## src/design/cps_pkg.sv

```systemverilog
// Purpose: Shared constants for the CAN protocol status block.
// Assumes: AHB-Lite register access, 32-bit data, word registers.
// Notes: Offsets are byte addresses of aligned words.
package cps_pkg;
  // ****************************************************************
  // Register map
  // ****************************************************************
  localparam logic [7:0] CPS_OFS_STATUS = 8'h00; // Protocol status
  localparam logic [7:0] CPS_OFS_CTRL = 8'h04; // Init hold control
  localparam logic [7:0] CPS_OFS_CNT = 8'h08; // Fault counters
  // ****************************************************************
  // Field positions
  // ****************************************************************
  localparam int CPS_BIT_BUS_OFF = 7;
  localparam int CPS_BIT_WARN = 6;
  localparam int CPS_BIT_PASSIVE = 5;
  localparam int CPS_POS_ACT = 3;
  localparam int CPS_POS_LEC = 0;
  localparam int CPS_POS_DATA_PHASE_FAULT_CODE = 8;
  localparam int CPS_POS_REC = 8;
  // ****************************************************************
  // Fault codes and limits
  // ****************************************************************
  localparam logic [2:0] CPS_CODE_NONE = 3'h0;
  localparam logic [2:0] CPS_CODE_STUFF = 3'h1;
  localparam logic [2:0] CPS_CODE_FORM = 3'h2;
  localparam logic [2:0] CPS_CODE_ACK = 3'h3;
  localparam logic [2:0] CPS_CODE_BIT1 = 3'h4;
  localparam logic [2:0] CPS_CODE_BIT0 = 3'h5;
  localparam logic [2:0] CPS_CODE_CRC = 3'h6;
  localparam logic [2:0] CPS_CODE_NOCHG = 3'h7;
  localparam logic [8:0] CPS_WARN_LIMIT = 9'h060; // 96
  localparam logic [7:0] CPS_IDLE_RUNS = 8'h81; // 129
  localparam logic [3:0] CPS_IDLE_BITS = 4'hB; // 11
  // Event kinds presented by the protocol engine
  typedef enum logic [2:0] {
    CPS_EV_OK, CPS_EV_STUFF, CPS_EV_FORM, CPS_EV_ACK,
    CPS_EV_BIT1, CPS_EV_BIT0, CPS_EV_CRC, CPS_EV_NONE
  } cps_event_t;
endpackage : cps_pkg

```

## src/design/cps_recovery.sv

```systemverilog
// Purpose: Bus-off recovery sequencer counting idle runs.
// Assumes: One recessive sample pulse per bit time from bit timing.
// Notes: Init hold changes during waiting never shorten the wait.
`timescale 1ns/100ps
module cps_recovery (
  input wire logic hclk,
  input wire logic hresetn,
  input wire logic bus_off_flag,
  input wire logic init_hold_bit,
  input wire logic bit_tick,
  input wire logic bit_recessive,
  output logic waiting,
  output logic run_seen,
  output logic [7:0] run_count,
  output logic done
);
  import cps_pkg::*;
  // ****************************************************************
  // Recovery state
  // ****************************************************************
  typedef enum logic [1:0] {CPS_R_IDLE, CPS_R_HOLD, CPS_R_WAIT}
    cps_rstate_t;
  cps_rstate_t state_reg, state_next; // Sequencer state
  logic [3:0] bits_reg, bits_next; // Recessive bits in current run
  logic [7:0] runs_reg, runs_next; // Completed idle runs
  logic seen_next, done_next;
  logic seen_reg, done_reg;

  // Next state; once waiting starts only the run count ends it
  always_comb begin
    state_next = state_reg;
    bits_next = bits_reg;
    runs_next = runs_reg;
    seen_next = 1'b0;
    done_next = 1'b0;
    unique case (state_reg)
      CPS_R_IDLE: begin
        // Bus-off still reads set the cycle after done; do not rearm
        if (bus_off_flag && !done_reg) begin
          state_next = CPS_R_HOLD;
        end
      end
      CPS_R_HOLD: begin
        // Stay off bus until host clears init hold
        if (!init_hold_bit) begin // RQ14
          state_next = CPS_R_WAIT;
          bits_next = 4'h0;
          runs_next = 8'h00;
        end
      end
      CPS_R_WAIT: begin
        // Init hold ignored here so the wait is never cut short
        if (bit_tick) begin // RQ13
          if (!bit_recessive) begin
            bits_next = 4'h0;
          end else if (bits_reg == CPS_IDLE_BITS - 4'h1) begin
            bits_next = 4'h0;
            runs_next = runs_reg + 8'h01;
            seen_next = 1'b1; // RQ17
            if (runs_reg == CPS_IDLE_RUNS - 8'h01) begin // RQ15
              state_next = CPS_R_IDLE;
              done_next = 1'b1;
            end
          end else begin
            bits_next = bits_reg + 4'h1;
          end
        end
      end
    endcase
  end

  // State registers
  always_ff @(posedge hclk or negedge hresetn) begin
    if (!hresetn) begin
      state_reg <= CPS_R_IDLE;
      bits_reg <= 4'h0;
      runs_reg <= 8'h00;
      seen_reg <= 1'b0;
      done_reg <= 1'b0;
    end else begin
      state_reg <= state_next;
      bits_reg <= bits_next;
      runs_reg <= runs_next;
      seen_reg <= seen_next;
      done_reg <= done_next;
    end
  end

  assign waiting = (state_reg == CPS_R_WAIT);
  assign run_seen = seen_reg;
  assign run_count = runs_reg;
  assign done = done_reg;
endmodule : cps_recovery

```

## src/design/cps_status.sv

```systemverilog
// Purpose: CAN protocol status, fault codes and bus-off handling.
// Assumes: Protocol engine supplies counters, state and event pulses.
// Notes: Registers reached over AHB-Lite, zero wait states.
//
// Behaviour
// [RQ1] Warning flag when a counter reaches 96
// [RQ2] Passive flag follows error passive state
// [RQ3] Activity field reports sync idle rx tx
// [RQ4] Fault code zero on clean frame
// [RQ5] Stuff violation records code one
// [RQ6] Form code two, missing ack three
// [RQ7] Bit1 fault four, bit0 fault five
// [RQ8] CRC mismatch records code six
// [RQ9] Status read restores code seven
// [RQ10] Data phase events go to data code
// [RQ11] FD CRC fixed stuff fault is form
// [RQ12] Bus-off sets init hold by itself
// [RQ13] Init changes never shorten recovery
// [RQ14] Host clears init hold to recover
// [RQ15] Wait 129 idle runs of 11 bits
// [RQ16] Recovery end clears both counters
// [RQ17] Each idle run writes code five
// [RQ18] Receive counter counts idle runs
// [RQ19] Data code same coding, reset seven
// [RQ20] Bus-off flag at bit seven
// [RQ21] Event wins over read restore
`timescale 1ns/100ps
module cps_status (
  input wire logic hclk,
  input wire logic hresetn,
  // AHB-Lite slave
  input wire logic hsel,
  input wire logic [31:0] haddr,
  input wire logic [1:0] htrans,
  input wire logic hwrite,
  input wire logic [2:0] hsize,
  input wire logic [31:0] hwdata,
  input wire logic hready,
  output logic hreadyout,
  output logic hresp,
  output logic [31:0] hrdata,
  // Protocol engine
  input wire logic [8:0] tx_fault_count,
  input wire logic [8:0] rx_fault_count,
  input wire logic passive_state,
  input wire logic enter_bus_off,
  input wire logic [1:0] activity_state,
  input wire logic event_valid,
  input wire cps_pkg::cps_event_t event_kind,
  input wire logic data_phase,
  input wire logic fd_crc_fixed_stuff,
  input wire logic bit_tick,
  input wire logic bit_recessive,
  // To engine
  output logic init_hold_bit,
  output logic counters_clear,
  output logic bus_off_flag
);
  import cps_pkg::*;
  // ****************************************************************
  // Bus interface
  // ****************************************************************
  logic ph_wr_reg, ph_wr_next; // Pending write data phase
  logic ph_rd_reg, ph_rd_next; // Read data phase, address taken last cycle
  logic [7:0] ph_ofs_reg, ph_ofs_next; // Latched offset
  logic [31:0] rdata_reg, rdata_next; // Read data flop
  logic addr_ok;

  // Valid address phase
  assign addr_ok = hsel & hready & htrans[1];

  // Convert an event to its code, with FD CRC stuff reclassified
  function automatic logic [2:0] cps_code(input cps_event_t k,
                                          input logic fix);
    logic [2:0] c;
    c = 3'(k);
    if (k == CPS_EV_STUFF && fix) begin
      c = CPS_CODE_FORM; // RQ11
    end
    return c;
  endfunction : cps_code

  // ****************************************************************
  // Status state
  // ****************************************************************
  logic [2:0] lec_reg, lec_next; // last_fault_code
  logic [2:0] data_phase_fault_code_reg, data_phase_fault_code_next; // data_phase_fault_code
  logic bo_reg, bo_next; // Bus-off state
  logic init_reg, init_next; // init_hold_bit
  logic [7:0] rec_runs; // Recovery run count
  logic rec_wait, rec_seen, rec_done;
  logic [31:0] status_word, cnt_word;
  logic status_read;

  // Recovery sequencer
  cps_recovery u_recovery (
    .hclk(hclk),
    .hresetn(hresetn),
    .bus_off_flag(bo_reg),
    .init_hold_bit(init_reg),
    .bit_tick(bit_tick),
    .bit_recessive(bit_recessive),
    .waiting(rec_wait),
    .run_seen(rec_seen),
    .run_count(rec_runs),
    .done(rec_done)
  );

  // Status read happens when the address phase is a read of status
  assign status_read = addr_ok & !hwrite &
    (haddr[7:0] == CPS_OFS_STATUS);

  // Assemble the status word; reserved bits zero
  always_comb begin
    status_word = 32'h0000_0000;
    status_word[CPS_BIT_BUS_OFF] = bo_reg; // RQ20
    status_word[CPS_BIT_WARN] = (tx_fault_count >= CPS_WARN_LIMIT) |
      (rx_fault_count >= CPS_WARN_LIMIT); // RQ1
    status_word[CPS_BIT_PASSIVE] = passive_state; // RQ2
    status_word[CPS_POS_ACT +: 2] = activity_state; // RQ3
    status_word[CPS_POS_LEC +: 3] = lec_reg;
    status_word[CPS_POS_DATA_PHASE_FAULT_CODE +: 3] = data_phase_fault_code_reg; // RQ19
  end

  // Counter view; during recovery receive count shows idle runs
  always_comb begin
    cnt_word = 32'h0000_0000;
    cnt_word[7:0] = tx_fault_count[7:0];
    if (rec_wait) begin
      cnt_word[CPS_POS_REC +: 8] = rec_runs; // RQ18
    end else begin
      cnt_word[CPS_POS_REC +: 9] = rx_fault_count;
    end
  end

  // Fault code, bus-off and init hold next values
  always_comb begin
    lec_next = lec_reg;
    data_phase_fault_code_next = data_phase_fault_code_reg;
    bo_next = bo_reg;
    init_next = init_reg;
    // Read restore first so any event below overrides it
    if (status_read) begin
      lec_next = CPS_CODE_NOCHG; // RQ9
    end
    if (event_valid && event_kind != CPS_EV_NONE) begin // RQ21
      if (data_phase) begin
        // Data phase events of switched frames
        data_phase_fault_code_next = cps_code(event_kind, fd_crc_fixed_stuff); // RQ10
      end else begin
        // OK maps to zero, others to codes one to six
        lec_next = cps_code(event_kind, fd_crc_fixed_stuff); // RQ4
      end // RQ5 RQ6 RQ7 RQ8
    end
    if (rec_seen) begin
      lec_next = CPS_CODE_BIT0; // RQ17
    end
    // Host write of init hold, applied before hardware set
    if (ph_wr_reg && ph_ofs_reg == CPS_OFS_CTRL) begin
      init_next = hwdata[0];
    end
    if (enter_bus_off) begin
      bo_next = 1'b1;
      init_next = 1'b1; // RQ12
    end
    if (rec_done) begin
      bo_next = 1'b0;
    end
  end

  // Engine counter reset at recovery end
  assign counters_clear = rec_done; // RQ16

  // Bus phase next values
  always_comb begin
    ph_wr_next = addr_ok & hwrite;
    ph_rd_next = addr_ok & !hwrite;
    ph_ofs_next = addr_ok ? haddr[7:0] : ph_ofs_reg;
    rdata_next = 32'h0000_0000;
    if (addr_ok && !hwrite) begin
      unique case (haddr[7:0])
        CPS_OFS_STATUS: rdata_next = status_word;
        CPS_OFS_CTRL: rdata_next = {31'h0000_0000, init_reg};
        CPS_OFS_CNT: rdata_next = cnt_word;
        default: rdata_next = 32'h0000_0000; // Unmapped reads zero
      endcase
    end
  end

  // Registers
  always_ff @(posedge hclk or negedge hresetn) begin
    if (!hresetn) begin
      lec_reg <= CPS_CODE_NOCHG;
      data_phase_fault_code_reg <= CPS_CODE_NOCHG;
      bo_reg <= 1'b0;
      init_reg <= 1'b1;
      ph_wr_reg <= 1'b0;
      ph_rd_reg <= 1'b0;
      ph_ofs_reg <= 8'h00;
      rdata_reg <= 32'h0000_0000;
    end else begin
      lec_reg <= lec_next;
      data_phase_fault_code_reg <= data_phase_fault_code_next;
      bo_reg <= bo_next;
      init_reg <= init_next;
      ph_wr_reg <= ph_wr_next;
      ph_rd_reg <= ph_rd_next;
      ph_ofs_reg <= ph_ofs_next;
      rdata_reg <= rdata_next;
    end
  end

  // Zero wait state, always OKAY
  assign hreadyout = 1'b1;
  assign hresp = 1'b0;
  assign hrdata = rdata_reg;
  assign init_hold_bit = init_reg;
  assign bus_off_flag = bo_reg;
endmodule : cps_status
```

## config.mk

```make
export PLATFORM = sky130hd
export DESIGN_NAME = cps_status
export DESIGN_NICKNAME = d
export VERILOG_FILES = /design/src/design/cps_pkg.sv /design/src/design/cps_recovery.sv /design/src/design/cps_status.sv
export SDC_FILE = /design/constraint.sdc
export NUM_CORES = 1
export LEC_CHECK = 0
export BUFFER_PORTS_ARGS = -buffer_cell sky130_fd_sc_hd__buf_2
export CAP_MARGIN = 10
export CELL_PAD_IN_SITES_DETAIL_PLACEMENT = 2
export CELL_PAD_IN_SITES_GLOBAL_PLACEMENT = 2
export CORE_AREA = 2 2 104 106
export DETAILED_ROUTE_END_ITERATION = 8
export DIE_AREA = 0 0 106 108
export GPL_TIMING_DRIVEN = 0
export PLACE_DENSITY_LB_ADDON = 0.1
export SYNTH_ARGS = -nofsm -noshare
export SYNTH_HDL_FRONTEND = slang
export SYNTH_SLANG_ARGS = --single-unit
```

## constraint.sdc

```tcl
create_clock -name hclk -period 2.23 [get_ports hclk]
set_input_delay 0.446 -clock hclk [delete_from_list [all_inputs] [get_ports hclk]]
set_output_delay 0.446 -clock hclk [all_outputs]
set_load 0.02 [all_outputs]
```

==> impl_results.md, run 1 <==
* Placed cells at 457
* CTS tree: done
* Hold Buf Count CTS at 0
* Clock transition at path regs at 0.10 ns
* Fin Hold WS at 0.08047 ns
* IO Port Bufs at 64
* Pre-CTS setup slack at -0.06443 ns
* Tot Pwr at 2.200 mW
* PwrDens at 686.0 nW/um^2
* Netlist cell types at 49
* CP max-delay cell: a221o_1
* Post-synth EDFFs at 0
* Clk_lat worst skew at 0.31 ns
* Antenna diodes at 0
* Clk sinks at 50
* Yosys synthesis warning count at 0
* Syn_area_per_cell at 10.52 sq um
* Sum of negative setup slack at 0 ns
* Max FFs per register at 17
* Number of global-route vias before repair at 2322
* Flop pwr share at 0.479
* Worst Setup EP: u_recovery.run_count[3]
* Vias/cell at 4.515
* Global-route wire length before repair at 11570 um
* CP Launch Type: flop
* WP depth at 8
* Chip Height at 108 um
* Post-Route WL at 7029 um
* Antenna viol nets, final at 0
* Gr ovfl total at 0
* Synthesized area at 2546 sq um
* CP Cell Sequence: inv_1 > ha_1 > clkbuf_4 > nand4b_1 > a221o_1 > buf_4 > or3_1 > a21oi_1
* Pin count of the biggest net entering global routing at 51
* Nets@finish at 440
* Share of layout cells above drive strength 1 at 0.3606
* Internal Power at 1.487 mW
* Synth Register Bits at 50
* Die area at 11450 sq um
* WL per Instance at 15.08 um
* Seq/Total Area, Yosys at 0.4948
* LEAKAGE at 1.493 nW
* Drc violations at 0
* 1st-iter DRT viols at 52
* Worst slew margin at 0.5516
* Worst-Margin Slew at 0.6726 ns
* Number of setup buffers added after CTS at 0
* RePlAce Congestion at 0.7196
* Min Clock Period, post-route at 2.126 ns
* Final Cycle Share at 0.9535
* # IOs at 141
* Final worst setup slack at 0.1037 ns
* Setup violators final at 0
* CP startpoint: u_recovery.state_reg[0]
* Max incr delay on CP at 0.41 ns
* Setup CP Type: reg -> reg
* Area Growth Syn to Fin at 25.95%
* Clock Power Share at 0.245
* DRT Pass-1 Iters at 4
* Count leader, synth: dfrtp_1
* Initial antenna violation count at 0
* RSZ-0062 raised after global routing: yes
* Switching share of total power at 0.3243
* Filler cells at 1173
* Initial Util at 0.2489
* CTS root buffer: clkbuf_8
* Fmax at 0.4703 GHz
* Core area at 10230 sq um
* Sw power at 0.7134 mW
* Synth Instances at 242
* Area contributors post-synth: dfrtp_1, dfstp_2, mux2_2, buf_4, nor2_1
* Share of the synthesized area in the top cell type at 0.4226
* Max_cap viols at 0
* Htree depth at 2
* Commonest cells post-synth: dfrtp_1, nor2_1, buf_4
* R2R depth at 8
* GRT Resource Usage Total at 0.1305
* Status: complete, no violations
* FF-to-FF End: u_recovery.run_count[3]
* RR Startpoint: u_recovery.state_reg[0]
* WP data required at 2.47 ns
* CTS Buffer Depth at 2
* Slew Limit Fails at 0
* Design Area, Final at 3207 sq um
* Synth area leader: dfrtp_1
* Delay-heaviest family, CP: compound AO/OA/AOI/OAI gates
* Crit path buf inv count at 3
* Util after Layout at 0.3134
* CP max FO at 10
* Final Hold Viols at 0
* Rows at 37
* Worst VDD drop at 0.0003119 V
* Post-DP HPWL at 5411 um
* Arr. time, crit path at 2.36 ns
* Combinational share of power at 0.276
* Area after DPL at 3093 sq um
* CTS Buf Count at 5
* Chip width at 106 um
* Non-filler cells, final at 466
* Flop-to-flop setup slack at 0.10 ns
* Clock Skew at 0.008445 ns
* Primary FF master, synth: dfrtp_1
* CP Capture Type: flop
* Hold Path Class: in -> async
* Post-synth ARST share at 1.000
* Detailed-route via count at 2104
[power by group through the flow]
stage / clock (mW) / sequential (mW) / combinational (mW)
2_1_floorplan: 0 / 1.05 / 0.425
3_3_place_gp: 0 / 1.07 / 0.602
3_5_place_dp: 0 / 1.07 / 0.608
4_1_cts: 0.583 / 1.05 / 0.613
5_1_grt: 0.606 / 1.07 / 0.685
6_report: 0.540 / 1.05 / 0.607
[worst min path at each step]
| stage | cells past startpoint | end | from |
|---|---|---|---|
| after floorplan | 0 | bus_off_flag | hresetn |
| after detailed placement | 2 | lec_reg[1] | lec_reg[1] |
| after global routing | 1 | ph_ofs_reg[5] | hresetn |
| after CTS | 2 | init_hold_bit | enter_bus_off |
| final | 1 | ph_ofs_reg[5] | hresetn |
| after global placement | 1 | lec_reg[1] | u_recovery.run_seen |
[routing by layer]
layer,global-route usage,vias up,part of all wire
met4,0.04511,0,0.013
met1,0.1544,1048,0.43
met3,0.02833,7,0.047
li1,-,1003,-
met5,0,-,0
met2,0.2346,46,0.51
[layout by cell type, fill, tap and decap left out, types with 3 or more instances in the layout]
cell and n:
nand2_1 16, inv_1 10, o31ai_1 3, conb_1 17
or4_1 4, mux2i_1 8, o21ai_0 14, nor2_1 24
buf_2 66, nand2b_1 5, dfstp_2 7, or3_1 4
ha_1 7, a22oi_1 9, dfrtp_1 43, a21oi_1 7
nand3_1 7, buf_4 18, nor3b_1 3, clkbuf_8 5
nor3_1 4, mux2_2 12
[cell type report]
type                       count  area [sq um]  share of cell area
buffer                        23         167.7             0.05228
sequential                    50          1260              0.3929
inverter                      10         37.54             0.01171
multi-input combinational    174          1144              0.3566
clock inverter                 2         15.01            0.004682
clock buffer                   6         72.57             0.02263
timing repair buffer          65         340.3              0.1061
tap                          136         170.2             0.05306
[timing repair]
action / in CTS / in global routing
pin swaps: 0 / 1
endpoints found under the setup margin: 3 / 6
gates resized for setup: 1 / 4
[logic make-up (layout without fill, tap and decap cells)]
kind of cell    Yosys count  in the layout  synth area share
simple gates             84             84            0.1828
flops                    50             50            0.4948
mux                      20             20           0.08452
fa+ha+maj                 7              7           0.03440
buf+inv                  33            106           0.07813
compound gates           46             46            0.1224
other cells               2             17          0.002950
Power figures use the tool's default switching activity.
==> run 2: changes to the inputs <==
- CORE_AREA: 2 2 104 106 -> 2 2 105 107
- DIE_AREA: 0 0 106 108 -> 0 0 107 109
- SYNTH_HIERARCHICAL: default -> 1
==> impl_results.md, run 2 <==
* Max incr delay on CP at 0.42 ns (about the same)
* CP Launch Type: flop
* IO Port Bufs at 64 (unchanged)
* RSZ-0062 raised after global routing: no
* Share of layout cells above drive strength 1 at 0.3362 (-0.02437)
* Chip Height at 109 um (+0.93%)
* Seq/Total Area, Yosys at 0.4673 (-0.02755)
* Synth area leader: dfrtp_1
* Min Clock Period, post-route at 2.048 ns (-0.07868 ns)
* Rows at 38 (+2.7%)
* Worst-Margin Slew at 0.7713 ns (+0.09875 ns)
* Share of the synthesized area in the top cell type at 0.3991 (-0.02353)
* CTS Buffer Depth at 2 (unchanged)
* Util after Layout at 0.3192 (+0.005772)
* Final Hold Viols at 0 (unchanged)
* Vias/cell at 4.654 (+3.1%)
* CTS root buffer: clkbuf_8
* Setup CP Type: reg -> reg
* Chip width at 107 um (+0.94%)
* Design Area, Final at 3385 sq um (+5.5%)
* LEAKAGE at 1.613 nW (+8.1%)
* Hold Path Class: in -> async
* Tot Pwr at 2.447 mW (+11%)
* Clock transition at path regs at 0.09 ns (about the same)
* Antenna viol nets, final at 0 (unchanged)
* Core area at 10600 sq um (+3.6%)
* Drc violations at 0 (unchanged)
* Htree depth at 2 (unchanged)
* Area contributors post-synth: dfrtp_1, dfstp_2, buf_4, mux2_2, ha_1
* Number of global-route vias before repair at 2388 (+2.8%)
* Max FFs per register at 17 (unchanged)
* Status: complete, no violations
* Nets@finish at 456 (+3.6%)
* CP max FO at 10 (unchanged)
* Post-synth ARST share at 1.000 (unchanged)
* Initial Util at 0.2543 (+0.005439)
* Pin count of the biggest net entering global routing at 51 (unchanged)
* Gr ovfl total at 0 (unchanged)
* Initial antenna violation count at 0 (unchanged)
* Worst slew margin at 0.4819 (-0.06969)
* Commonest non-fill, non-tap cell in the layout: buf_2
* Syn_area_per_cell at 10.49 sq um (-0.28%)
* Sum of negative setup slack at 0 ns (unchanged)
* Area Growth Syn to Fin at 25.52%
* Commonest cells post-synth: dfrtp_1, buf_4, nor2_1
* CP max-delay cell: a221o_1
* Most frequent cells in the layout: buf_2, dfrtp_1, buf_4, nor2_1, nand3_1
* CP Capture Type: flop
* Number of setup buffers added after CTS at 0 (unchanged)
* Clock Skew at 0.006012 ns (-0.002433 ns)
* Clk_lat worst skew at 0.30 ns (about the same)
* Fmax at 0.4884 GHz (+3.8%)
* Die area at 11660 sq um (+1.9%)
* Yosys synthesis warning count at 6 (+6)
* Slew Limit Fails at 0 (unchanged)
* # resized after CTS at 0 (-1)
* GRT Resource Usage Total at 0.1389 (+0.008452)
* Antenna diodes at 0 (unchanged)
* Setup violators final at 0 (unchanged)
* 1st-iter DRT viols at 39 (-25%)
* PwrDens at 723.1 nW/um^2 (+5.4%)
* Synthesized area at 2696 sq um (+5.9%)
* WP data required at 2.43 ns (-0.04 ns)
* Final Cycle Share at 0.9182 (-0.03528)
* Synth Instances at 257 (+6.2%)
* Post-synth EDFFs at 0 (unchanged)
* CP Cell Sequence: inv_1 > ha_1 > buf_4 > nand4b_1 > a221o_1 > a21o_1 > a22o_1
* CTS tree: done
* Max_cap viols at 0 (unchanged)
* Detailed-route via count at 2257 (+7.3%)
* Arr. time, crit path at 2.25 ns (-0.11 ns)
* Post-DP HPWL at 5841 um (+8.0%)
* WL per Instance at 15.75 um (+4.4%)
* Clk sinks at 50 (unchanged)
* Primary FF master, synth: dfrtp_1
* CTS Buf Count at 5 (unchanged)
* Hold Buf Count CTS at 0 (unchanged)
* Synth Register Bits at 50 (unchanged)
* DRT Pass-1 Iters at 4 (unchanged)
* Post-Route WL at 7637 um (+8.6%)
* Worst VDD drop at 0.0002705 V (-13%)
* RePlAce Congestion at 0.7598 (+5.6%)
* Global-route wire length before repair at 12630 um (+9.1%)
* Netlist cell types at 53 (+8.2%)
* # IOs at 141 (unchanged)
* Area after DPL at 3248 sq um (+5.0%)
* Count leader, synth: dfrtp_1
## run 2: cell types whose count changed after synthesis, moves of 4 or more
cell	before	now
a22oi_1	9	0
mux2_1	0	4
nand2_1	16	12
nand3_1	7	18
nand4_1	1	11
nor2_1	24	19
o21ai_0	14	8
or4_1	4	0
## run 2: per-stage QoR
step                      instances  hold WS [ns]  setup slack (ns)
after floorplan                 272        0.1504            0.4578
after global placement          476        0.4606            0.1941
after detailed placement        476        0.4640            0.1978
after CTS                       484        0.3394            0.1713
after global routing            485        0.1642           0.03460
final                           485        0.1528            0.1824
## run 2: layout make-up
class	instances	area, sq um
timing repair buffer	65	340.3
inverter	10	37.54
tap	140	175.2
fill	1176	7218
clock inverter	1	30.03
multi-input combinational	188	1292
clock buffer	7	86.33
sequential	50	1260
buffer	24	162.7
## run 2: metal layers
layer	vias up	GRT usage	routed length (um)
met5	-	0	0
met4	0	0.03989	82
met3	8	0.02989	334
met2	48	0.2370	3740
met1	1130	0.1779	3480
li1	1071	-	-
## run 2: logic make-up (layout without fill, tap and decap cells)
group / Yosys count / count (layout) / share of synthesized area
xor+xnor: 1 / 1 / 0.003249
buf+inv: 34 / 107 / 0.07425
mux: 24 / 24 / 0.09698
compound gates: 38 / 38 / 0.09699
flops: 50 / 50 / 0.4673
simple gates: 100 / 100 / 0.2214
other cells: 2 / 17 / 0.002785
fa+ha+maj: 8 / 8 / 0.03712
## run 2: critical path, delay by kind of cell, from the launching register on
family / cells / cell delay [ns]
fa+ha+maj: 1 / 0.26
simple gates: 1 / 0.11
compound gates: 3 / 0.84
buf+inv: 2 / 0.33
flops: 1 / 0.41
## run 2: worst paths after layout
check	start	endpoint	slack (ns)	depth (start not counted)
min	hresetn	ph_ofs_reg[5]	0.15	1
max in group asynchronous	hresetn	init_hold_bit	1.44	2
max	u_recovery/state_reg[0]	u_recovery/run_count[3]	0.18	7
max reg2reg	u_recovery/state_reg[0]	u_recovery/run_count[3]	0.18	7
min reg2reg	u_recovery/done	bus_off_flag	0.47	1
min in group hclk	hwrite	ph_wr_reg	0.36	3
## run 2: report_power, final
part           leakage [nW]  switching [mW]  internal, mW
Combinational         0.907           0.392         0.299
Sequential            0.648          0.0782          1.01
Clock                0.0585           0.306         0.366
==> run 3: changes to the inputs <==
- SETUP_SLACK_MARGIN: default -> 0.2
==> impl_results.md, run 3 (synthesis gave the netlist of run 2 again) <==
* Status: complete, no violations
* CP Launch Type: flop
* Slew Limit Fails at 0 (unchanged)
* Max FFs per register at 17 (unchanged)
* Area Growth Syn to Fin at 26.22%
* Commonest non-fill, non-tap cell in the layout: buf_2
* WP data required at 2.42 ns (about the same)
* Vias/cell at 4.658 (about the same)
* Post-DP HPWL at 5841 um (unchanged)
* CTS Buffer Depth at 2 (unchanged)
* Rows at 38 (unchanged)
* Core area at 10600 sq um (unchanged)
* Post-Route WL at 7646 um (+0.12%)
* Worst slew margin at 0.4819 (unchanged)
* LEAKAGE at 1.616 nW (+0.20%)
* Filler cells at 1174 (-0.17%)
* 1st-iter DRT viols at 40 (+2.6%)
* Clock transition at path regs at 0.09 ns (about the same)
* Sum of negative setup slack at 0 ns (unchanged)
* Clk_lat worst skew at 0.30 ns (about the same)
* Pin count of the biggest net entering global routing at 51 (unchanged)
* Arr. time, crit path at 2.12 ns (-0.13 ns)
* Placed cells at 476 (unchanged)
* Hold Buf Count CTS at 0 (unchanged)
* Die area at 11660 sq um (unchanged)
* Number of global-route vias before repair at 2388 (unchanged)
* Flop-to-flop setup slack at 0.31 ns (+0.12 ns)
* Switching share of total power at 0.3183 (+0.001487)
* RSZ-0062 raised after global routing: no
* FF-to-FF End: u_recovery/state_reg[1]
* Setup violators final at 0 (unchanged)
* DRT Pass-1 Iters at 4 (unchanged)
* R2R depth at 6 (-1)
* WL per Instance at 15.76 um (+0.12%)
* Fin Hold WS at 0.1525 ns (-0.0002110 ns)
* Util after Layout at 0.3210 (+0.001770)
* Fmax at 0.5196 GHz (+6.4%)
* RePlAce Congestion at 0.7598 (unchanged)
* Max_cap viols at 0 (unchanged)
* Global-route wire length before repair at 12630 um (unchanged)
* Gr ovfl total at 0 (unchanged)
* Drc violations at 0 (unchanged)
* GRT Resource Usage Total at 0.1389 (unchanged)
* Final Hold Viols at 0 (unchanged)
* IO Port Bufs at 64 (unchanged)
* Clock Power Share at 0.272 (-0.003)
* Final Cycle Share at 0.8630 (-0.05519)
* Initial Util at 0.2543 (unchanged)
* Internal Power at 1.689 mW (+1.0%)
* Detailed-route via count at 2259 (+0.089%)
* Antenna diodes at 0 (unchanged)
* Initial antenna violation count at 0 (unchanged)
* Worst-Margin Slew at 0.7713 ns (unchanged)
* Min Clock Period, post-route at 1.925 ns (-0.1231 ns)
* Chip width at 107 um (unchanged)
* PwrDens at 728.0 nW/um^2 (+0.67%)
* Antenna viol nets, final at 0 (unchanged)
* Pre-CTS setup slack at 0.1978 ns (unchanged)
* Combinational share of power at 0.288 (+0.006)
* CTS Buf Count at 5 (unchanged)
* Sw power at 0.7885 mW (+1.7%)
* Chip Height at 109 um (unchanged)
* Final worst setup slack at 0.3054 ns (+0.1231 ns)
* Share of layout cells above drive strength 1 at 0.3478 (+0.01159)
* Most frequent cells in the layout: buf_2, dfrtp_1, nor2_1, buf_4, nand3_1
* Number of setup buffers added after CTS at 0 (unchanged)
* Non-filler cells, final at 485 (unchanged)
* CTS root buffer: clkbuf_8
* Worst VDD drop at 0.0002722 V (+0.63%)
* # IOs at 141 (unchanged)
* Flop pwr share at 0.440 (-0.003)
* Clk sinks at 50 (unchanged)
* Htree depth at 2 (unchanged)
* Nets@finish at 456 (unchanged)
* CP max FO at 6 (-4)
* CP Capture Type: flop
* CTS tree: done
* RR Startpoint: u_recovery/bits_reg[0]
* Hold Path Class: in -> async
* Setup CP Type: reg -> reg
* Clock Skew at 0.005990 ns (-0.00002229 ns)
## run 3: worst max path at each step
stage | start | to | slack [ns] | depth (start not counted)
detailed placement | u_recovery/state_reg[0] | u_recovery/run_count[3] | 0.20 | 7
global route | u_recovery/bits_reg[0] | u_recovery/state_reg[1] | 0.21 | 6
CTS | u_recovery/state_reg[0] | u_recovery/run_count[3] | 0.19 | 7
global placement | u_recovery/state_reg[0] | u_recovery/run_count[3] | 0.19 | 7
finish | u_recovery/bits_reg[0] | u_recovery/state_reg[1] | 0.31 | 6
floorplan | u_recovery/state_reg[0] | u_recovery/run_count[3] | 0.46 | 7
## run 3: layer usage
layer / global-route usage / share of wire
met4: 0.03989 / 0.011
met5: 0 / 0
met1: 0.1779 / 0.46
met2: 0.2370 / 0.49
met3: 0.02989 / 0.044
## run 3: layout make-up
| cell class | count | area, sq um | share of cell area |
|---|---|---|---|
| buffer | 24 | 167.7 | 0.04926 |
| inverter | 10 | 37.54 | 0.01103 |
| clock buffer | 7 | 86.33 | 0.02537 |
| tap | 140 | 175.2 | 0.05147 |
| multi-input combinational | 188 | 1306 | 0.3838 |
| sequential | 50 | 1260 | 0.3702 |
| timing repair buffer | 65 | 340.3 | 0.1000 |
| clock inverter | 1 | 30.03 | 0.008824 |
## run 3: metrics by stage
stage	instance area (sq um)	total power, mW
2_1_floorplan	2753	1.565
3_3_place_gp	3248	1.779
3_5_place_dp	3248	1.802
4_1_cts	3367	2.503
5_1_grt	3403	2.650
6_report	3403	2.477
## run 3: critical path: stages, from the launching register on
cell and delay, ns:
dfrtp_1 0.43, inv_1 0.07, ha_1 0.19, and3b_2 0.27
nand4_1 0.12, a221o_1 0.42, mux2_4 0.31
## run 3: timing repair
item,in CTS,in global routing
pin swaps,0,1
endpoints found under the setup margin,4,4
endpoints found under the hold margin,0,0
gates resized for setup,2,4
## run 3: power groups by stage
stage | clock [mW] | combinational [mW] | sequential, mW
2_1_floorplan | 0 | 0.490 | 1.08
3_3_place_gp | 0 | 0.677 | 1.10
3_5_place_dp | 0 | 0.696 | 1.11
4_1_cts | 0.710 | 0.704 | 1.09
5_1_grt | 0.744 | 0.799 | 1.11
6_report | 0.674 | 0.714 | 1.09
